$ cat config.mk
export PLATFORM = sky130hd
export DESIGN_NAME = pllg_guard
export DESIGN_NICKNAME = d
export VERILOG_FILES = /design/src/rtl/pllg_pkg.sv /design/src/rtl/pllg_guard.sv /design/src/rtl/pllg_avg.sv
export VERILOG_INCLUDE_DIRS = /design/src /design/src/rtl
export SDC_FILE = /design/constraint.sdc
export NUM_CORES = 1
export LEC_CHECK = 0
export ABC_CLOCK_PERIOD_IN_PS = 8600
export BUFFER_PORTS_ARGS = -buffer_cell sky130_fd_sc_hd__buf_2
export CAP_MARGIN = 10
export CORE_ASPECT_RATIO = 1.4
export CORE_MARGIN = 8
export CORE_UTILIZATION = 50
export CTS_CLUSTER_DIAMETER = 50
export DETAILED_ROUTE_END_ITERATION = 12
export PLACE_DENSITY = 0.8
export SLEW_MARGIN = 10
export SYNTH_ARGS = -nofsm -noshare
export SYNTH_HDL_FRONTEND = slang
export SYNTH_SLANG_ARGS = --single-unit
$ cat constraint.sdc
create_clock -name mclk_i -period 8.6 [get_ports mclk_i]
set_clock_uncertainty 0.2 [all_clocks]
set_input_delay 1.72 -clock mclk_i [delete_from_list [all_inputs] [get_ports mclk_i]]
set_output_delay 1.72 -clock mclk_i [all_outputs]
set_load 0.05 [all_outputs]
$ cat src/rtl/pllg_consts.svh
`ifndef PLLG_CONSTS_SVH
`define PLLG_CONSTS_SVH

// Default settle counts, in reference ticks per measurement window.
`define PLLG_COARSE_CNT_DEF 32
`define PLLG_FINE_CNT_DEF   64
// Width of the tick counters.
`define PLLG_CNT_W          16
// Width of a frequency error sample from the analog side.
`define PLLG_ERR_W          12
// Default tolerances, as absolute error limits.
`define PLLG_TRK_TOL_DEF    12'h040
`define PLLG_LOCK_TOL_DEF   12'h010

`endif

$ cat src/rtl/pllg_pkg.sv
package pllg_pkg;
	typedef enum logic [2:0]
	{
		PLLG_ACQ  = 3'h1,
		PLLG_TRK  = 3'h2,
		PLLG_LOCK = 3'h4
	} pllg_state_t;

	// Software access strobes on the loop control register.
	typedef struct packed
	{
		logic rd;
		logic wr;
	} pllg_ctl_acc_t;
endpackage

$ cat src/rtl/pllg_guard.sv
`timescale 1ns/1ps
`include "pllg_consts.svh"

module pllg_guard
	import pllg_pkg::*;
#(
	parameter int COARSE_CNT = `PLLG_COARSE_CNT_DEF,
	parameter int FINE_CNT   = `PLLG_FINE_CNT_DEF,
	parameter int ERR_W      = `PLLG_ERR_W
) (
	// Clock and reset.
	input  wire logic             mclk_i,
	input  wire logic             reset_i,
	// Analog loop side.
	input  wire logic             ref_tick_i,
	input  wire logic [ERR_W-1:0] freq_err_i,
	input  wire logic [ERR_W-1:0] trk_tol_i,
	input  wire logic [ERR_W-1:0] lock_tol_i,
	// Mode and software accesses.
	input  wire logic             auto_mode_i,
	input  wire logic             manual_trk_wr_i,
	input  wire logic             manual_trk_val_i,
	input  wire pllg_ctl_acc_t    ctl_acc_i,
	// Break control from the system integration unit.
	input  wire logic             break_i,
	input  wire logic             break_clear_enable_i,
	// Status.
	output logic                  tracking_state_bit_o,
	output logic                  lock_o,
	output logic                  lock_change_flag_o,
	output logic                  irq_o,
	input  wire logic             irq_en_i
);
	localparam int CNT_W = `PLLG_CNT_W;

	pllg_state_t state_ff;
	pllg_state_t nxt_state;
	logic        manual_trk_ff;
	logic        lock_int;
	logic        lock_prev_ff;
	logic        flag_ff;
	logic        win_done;
	logic        win_inside;
	logic [CNT_W-1:0] win_len;
	logic [ERR_W-1:0] win_tol;
	logic        win_clear;
	logic        ctl_access;
	logic        clear_ok;

	// Elaboration refuses settle counts that the tick counter cannot hold.
	if (COARSE_CNT < 2 || FINE_CNT < 2 || COARSE_CNT >= (1 << CNT_W)
		|| FINE_CNT >= (1 << CNT_W))
	begin : g_bad_count
		$error("pllg_guard: settle counts out of range");
	end

	// ------------------------------------------------------------------
	// Bandwidth state machine
	// ------------------------------------------------------------------
	// The averager window length follows the phase being checked.
	assign win_len   = (state_ff == PLLG_ACQ) ? CNT_W'(COARSE_CNT)
		: CNT_W'(FINE_CNT);
	assign win_tol   = (state_ff == PLLG_ACQ) ? trk_tol_i : lock_tol_i;
	assign win_clear = !auto_mode_i || (state_ff != nxt_state);

	pllg_avg #(
		.ERR_W (ERR_W),
		.CNT_W (CNT_W)
	) u_avg (
		.mclk_i   (mclk_i),
		.reset_i  (reset_i),
		.clear_i  (win_clear),
		.tick_i   (ref_tick_i),
		.len_i    (win_len),
		.err_i    (freq_err_i),
		.tol_i    (win_tol),
		.done_o   (win_done),
		.inside_o (win_inside)
	);

	// Next state; a failed window in lock drops back to tracking, one in tracking back to acquisition.
	always_comb
	begin
		nxt_state = state_ff;
		case (state_ff)
			PLLG_ACQ:
			begin
				if (win_done && win_inside)
					nxt_state = PLLG_TRK;
			end
			PLLG_TRK:
			begin
				if (win_done)
					nxt_state = win_inside ? PLLG_LOCK : PLLG_ACQ;
			end
			PLLG_LOCK:
			begin
				if (win_done && !win_inside)
					nxt_state = PLLG_TRK;
			end
			default:
				nxt_state = PLLG_ACQ;
		endcase
		if (!auto_mode_i)
			nxt_state = PLLG_ACQ;
	end

	// State register; reset always restarts in acquisition.
	always_ff @(posedge mclk_i)
	begin
		if (reset_i)
			state_ff <= PLLG_ACQ;
		else
			state_ff <= nxt_state;
	end

	// Manual value is kept while automatic mode runs and returns after.
	always_ff @(posedge mclk_i)
	begin
		if (reset_i)
			manual_trk_ff <= 1'b0;
		else if (!auto_mode_i && manual_trk_wr_i)
			manual_trk_ff <= manual_trk_val_i;
	end

	assign lock_int = auto_mode_i && (nxt_state == PLLG_LOCK);

	// ------------------------------------------------------------------
	// Status outputs
	// ------------------------------------------------------------------
	always_ff @(posedge mclk_i)
	begin
		if (reset_i)
		begin
			tracking_state_bit_o <= 1'b0;
			lock_o               <= 1'b0;
		end
		else
		begin
			tracking_state_bit_o <= auto_mode_i ? (nxt_state != PLLG_ACQ)
				: (manual_trk_wr_i ? manual_trk_val_i : manual_trk_ff);
			lock_o <= lock_int;
		end
	end

	// ------------------------------------------------------------------
	// Lock-change flag with break protection
	// ------------------------------------------------------------------
	// Clearing is simply blocked while protected, so nothing needs
	// restoring when break ends; a cleared flag stays cleared.
	assign ctl_access = ctl_acc_i.rd || ctl_acc_i.wr;
	assign clear_ok   = ctl_access && (!break_i || break_clear_enable_i);

	always_ff @(posedge mclk_i)
	begin
		if (reset_i)
		begin
			lock_prev_ff <= 1'b0;
			flag_ff      <= 1'b0;
		end
		else
		begin
			lock_prev_ff <= lock_int;
			if (!auto_mode_i)
				flag_ff <= 1'b0;
			else if (lock_int != lock_prev_ff)
				flag_ff <= 1'b1;
			else if (clear_ok)
				flag_ff <= 1'b0;
		end
	end

	// Output copies come from flops so the pins never glitch.
	always_ff @(posedge mclk_i)
	begin
		if (reset_i)
		begin
			lock_change_flag_o <= 1'b0;
			irq_o              <= 1'b0;
		end
		else
		begin
			lock_change_flag_o <= flag_ff;
			irq_o              <= flag_ff && irq_en_i && auto_mode_i;
		end
	end

	// ------------------------------------------------------------------
	// Assertions
	// ------------------------------------------------------------------
	property p_protect;
		@(posedge mclk_i) disable iff (reset_i)
		(break_i && !break_clear_enable_i && flag_ff && auto_mode_i
		&& lock_int == lock_prev_ff) |=> flag_ff;
	endproperty
	a_protect: assert property (p_protect) else $error("flag lost in break");

	property p_bce_clear;
		@(posedge mclk_i) disable iff (reset_i)
		(break_i && break_clear_enable_i && ctl_access
		&& lock_int == lock_prev_ff) |=> !flag_ff;
	endproperty
	a_bce_clear: assert property (p_bce_clear) else $error("break clear failed");

	property p_stay_clear;
		@(posedge mclk_i) disable iff (reset_i)
		($fell(break_i) && !flag_ff && lock_int == lock_prev_ff) |-> ##1 !flag_ff;
	endproperty
	a_stay_clear: assert property (p_stay_clear) else $error("flag restored");

	property p_clear;
		@(posedge mclk_i) disable iff (reset_i)
		(!break_i && ctl_access && lock_int == lock_prev_ff) |=> !flag_ff;
	endproperty
	a_clear: assert property (p_clear) else $error("access did not clear");

	property p_set;
		@(posedge mclk_i) disable iff (reset_i)
		(auto_mode_i && lock_int != lock_prev_ff) |=> flag_ff ##1 lock_change_flag_o;
	endproperty
	a_set: assert property (p_set) else $error("flag not set");

	property p_manual;
		@(posedge mclk_i) disable iff (reset_i)
		!auto_mode_i |=> !lock_o && !flag_ff;
	endproperty
	a_manual: assert property (p_manual) else $error("manual status wrong");

	property p_trk;
		@(posedge mclk_i) disable iff (reset_i)
		(auto_mode_i && state_ff == PLLG_ACQ && win_done && win_inside)
		|=> tracking_state_bit_o;
	endproperty
	a_trk: assert property (p_trk) else $error("tracking not entered");

	property p_lock;
		@(posedge mclk_i) disable iff (reset_i)
		(auto_mode_i && state_ff == PLLG_TRK && win_done && win_inside) |=> lock_o;
	endproperty
	a_lock: assert property (p_lock) else $error("lock not set");

	property p_lock_window;
		@(posedge mclk_i) disable iff (reset_i)
		$rose(state_ff == PLLG_LOCK) |-> $past(win_done);
	endproperty
	a_lock_window: assert property (p_lock_window) else $error("lock off window");

	c_lock:  cover property (@(posedge mclk_i) disable iff (reset_i) $rose(lock_o));
	c_unlck: cover property (@(posedge mclk_i) disable iff (reset_i) $fell(lock_o));
	c_brk:   cover property (@(posedge mclk_i) disable iff (reset_i)
		break_i && ctl_access && flag_ff);
endmodule // pllg_guard

$ cat src/rtl/pllg_avg.sv
`timescale 1ns/1ps
`include "pllg_consts.svh"

// ----------------------------------------------------------------------
// Window averager
// ----------------------------------------------------------------------
// Accumulates the absolute error over a window of ticks and reports
// whether the mean lies inside the tolerance. Comparing the sum against
// tolerance times length avoids a divider.
module pllg_avg #(
	parameter int ERR_W = `PLLG_ERR_W,
	parameter int CNT_W = `PLLG_CNT_W
) (
	// Clock and reset.
	input  wire logic             mclk_i,
	input  wire logic             reset_i,
	// Control.
	input  wire logic             clear_i,
	input  wire logic             tick_i,
	input  wire logic [CNT_W-1:0] len_i,
	input  wire logic [ERR_W-1:0] err_i,
	input  wire logic [ERR_W-1:0] tol_i,
	// Result.
	output logic                  done_o,
	output logic                  inside_o
);
	localparam int SUM_W = ERR_W + CNT_W;

	logic [CNT_W-1:0] cnt_ff;
	logic [SUM_W-1:0] sum_ff;
	logic [SUM_W-1:0] nxt_sum;
	logic [SUM_W-1:0] limit;

	// Elaboration refuses widths that the counter and the sum cannot serve.
	if (ERR_W < 1 || CNT_W < 2)
	begin : g_bad_width
		$error("pllg_avg: bad widths");
	end

	assign nxt_sum = sum_ff + SUM_W'(err_i);
	assign limit   = SUM_W'(tol_i) * SUM_W'(len_i);

	// Counts ticks; the window closes on the len-th tick.
	always_ff @(posedge mclk_i)
	begin
		if (reset_i || clear_i)
		begin
			cnt_ff   <= '0;
			sum_ff   <= '0;
			done_o   <= 1'b0;
			inside_o <= 1'b0;
		end
		else
		begin
			done_o <= 1'b0;
			if (tick_i)
			begin
				if (cnt_ff == len_i - CNT_W'(1))
				begin
					done_o   <= 1'b1;
					inside_o <= (nxt_sum <= limit);
					cnt_ff   <= '0;
					sum_ff   <= '0;
				end
				else
				begin
					cnt_ff <= cnt_ff + CNT_W'(1);
					sum_ff <= nxt_sum;
				end
			end
		end
	end
endmodule // pllg_avg

==> flow_summary.yaml <==
min_path:
  hold_end: "flag_ff$_SDFFE_PP0P_"
  hold_path.class: "register to register"
  holdPathStages: 2
  min_from: "flag_ff$_SDFFE_PP0P_"
placement:
  dpl.cell_count: 668
  hpwl_mm: 7.35
  gp_congestion: 0.906
  numPortBuffers: 50
clocking:
  cts_tree: "yes"
  cts_made_buffers: 5
  post-cts-setup-buffer-count: 0
  ctsHoldBuffers: 0
  path_clk_slew_ns: 0.07
  cts_buffer_depth: 2
  cts.htree.levels: 2
  cts_resized: 0
  clockRootBuffer: "clkbuf_16"
  clock_latency_ns: 0.30
  cts.sinks: 55
yosys:
  synth_flop_cell: "dfxtp_1"
  yosysSeqAreaShare_pct: 25.9
  avgSynthCellArea_sq_um: 8.13
  yosys.cell_count.top_type: "nor2_1"
  yosysTopAreaCellShare_pct: 25.9
  synth_cell_type_count: 61
  ys_seq_elements: 55
  synth_area_leaders: "dfxtp_1, ha_1, nor2_1"
  synth_edf_count: 0
  ys_async_sr_fraction_pct: 0
  yosysWarnings: 0
  synth_common_cells: "nor2_1, dfxtp_1, ha_1"
  yosys.area.top_type: "dfxtp_1"
  syn_inst: 523
  synth_area_sq_mm: 0.00425
worst_setup_path:
  startpoint: "freq_err_i[0]"
  critPathLaunchType: "input port"
  r2r.worst_path.cells: 19
  reg2reg_to: "u_avg.inside_o$_SDFFE_PP0P_"
  regToRegStartpoint: "state_ff[0]$_SDFF_PP1_"
  critPathMaxFanout: 5
  arrival_ns: 5.25
  critPathCaptureType: "register"
  path_class: "input port to register"
  cp_data_required_time_ns: 8.64
  rrSetupSlack_ns: 4.11
sta:
  rsz0062_at_grt: "false"
  slew_headroom_pct: 44.0
  fin_crit_sh_pct: 60.6
  slew_violations: 0
  fin_crit_ns: 5.21
  final.setup.tns_ns: 0
  final-setup-viol-count: 0
  hold_viol_final: 0
  tightest_slew_ns: 0.837
  max_freq_mhz: 192
global_route:
  grt_antenna_before_repair: 0
  grt-busiest-layer: "met2"
  first_global_vias: 3918
  grtUsageMet1_pct: 16.7
  grt_start_max_net_pins: 30
  use_met2_pct: 30.1
  grt_pass1_wl_mm: 16.2
  overflow: 0
  met3_usage_pct: 2.75
  grtUsageTotal_pct: 16.2
floorplanning:
  core_area_sq_mm: 0.00841
  fp.dieW_um: 93.9
  rows: 40
  initial_core_util_pct: 50.6
  die_h_um: 125
  io_pins: 51
  fp.dieArea_sq_mm: 0.0118
routing:
  wirelength_mm: 9.52
  viasPerCell: 5.70
  vias: 3855
  ant_nets: 0
  first_iter_violations: 191
  drc: 0
  drtPass1Iterations: 5
  wl_per_cell_um: 14.1
cells_and_area:
  diodes: 0
  layout-drive-gt1-share_pct: 13.7
  final_cells: 676
  nets: 674
  syn2layout_area_growth_pct: 11.2
power_and_ir_drop:
  p_leak_nw: 2.07
  p_per_area_mw_per_mm2: 125
  peakVddDrop_mv: 0.112
outcome:
  status: "complete, no violations"
run:
  maxCapViolCount: 0
-- power breakdown --
group	switching (mW)	internal, mW	total [mW]
Combinational	0.0691	0.0539	0.123
Clock	0.0992	0.111	0.210
Sequential	0.00229	0.258	0.260
-- cell type report --
type | count | area, sq um
Clock inverter | 3 | 27.5
Fill cell | 806 | 3680
Tap cell | 105 | 131
Inverter | 27 | 101
Sequential cell | 55 | 1100
Multi-Input combinational cell | 429 | 2980
Clock buffer | 5 | 125
Timing Repair Buffer | 52 | 265
-- per-stage QoR --
step                hold WS, ns  worst slack (ns)  util (%)  total power, mW  cell area, sq um
global placement          0.249              3.14      54.4            0.383              4580
floorplan                 0.225              3.52         -            0.354              4280
finish                    0.255              3.39      56.2            0.593              4730
global route              0.290              3.10      56.2            0.627              4730
detailed placement        0.245              3.13      54.4            0.386              4580
CTS                       0.257              3.42      56.2            0.597              4730
-- layer usage --
layer / vias up / part of all wire (%)
met5: - / 0
met1: 1792 / 40
met3: 26 / 4.1
li1: 1950 / -
met4: 0 / 3.1
met2: 87 / 52
-- placed cells by master (no fill, tap or decap), types with 9 or more instances in the layout --
master / n
nand3_1: 16
a22oi_1: 11
nor3_1: 9
o21ai_0: 29
nor2_1: 67
xnor2_1: 22
conb_1: 9
nand4_1: 10
ha_1: 54
nand2_1: 31
buf_2: 50
dfxtp_1: 55
a21oi_1: 46
xor2_1: 22
inv_1: 26
-- cells by family after synthesis --
logic type | after synthesis | share of synthesized area, %
DFF | 55 | 25.9
adders and majority gates | 57 | 17.3
buffers and inverters | 47 | 4.82
other | 1 | 0.0882
xor gates and xnor gates | 44 | 9.06
muxes | 12 | 3.06
AOI/OAI and AO/OA | 124 | 18.2
and+or+nand+nor | 183 | 21.5
-- registers in the layout, summed over array words and instances, names as in the netlist --
register	cells
manual_trk_ff	1
u_avg.sum_ff	28
tracking_state_bit_o	1
u_avg.inside_o	1
lock_prev_ff	1
u_avg.done_o	1
state_ff	3
irq_o	1
u_avg.cnt_ff	16
flag_ff	1
lock_change_flag_o	1
-- worst max-delay path, stage by stage --
cell and delay (ns):
buf_2 0.10, ha_1 0.24, fa_1 0.42, a21o_1 0.19, a31o_1 0.27, a211oi_2 0.28
or2_2 0.23, nor2_1 0.08, xor2_1 0.15, ha_1 0.31, nand3_1 0.12, o22ai_1 0.10
o21ai_0 0.17, a21oi_1 0.10, a211oi_1 0.25, a21oi_1 0.14, a2111oi_2 0.22, a22o_1 0.16
-- worst max-delay path by stage --
| stage | cells past startpoint | slack (ns) | end |
|---|---|---|---|
| 3_3_place_gp | 18 | 3.14 | u_avg.inside_o$_SDFFE_PP0P_ |
| 6_report | 18 | 3.39 | u_avg.inside_o$_SDFFE_PP0P_ |
| 4_1_cts | 18 | 3.42 | u_avg.inside_o$_SDFFE_PP0P_ |
| 2_1_floorplan | 18 | 3.52 | u_avg.inside_o$_SDFFE_PP0P_ |
| 3_5_place_dp | 18 | 3.13 | u_avg.inside_o$_SDFFE_PP0P_ |
| 5_1_grt | 18 | 3.10 | u_avg.inside_o$_SDFFE_PP0P_ |
Power figures use the tool's default switching activity.
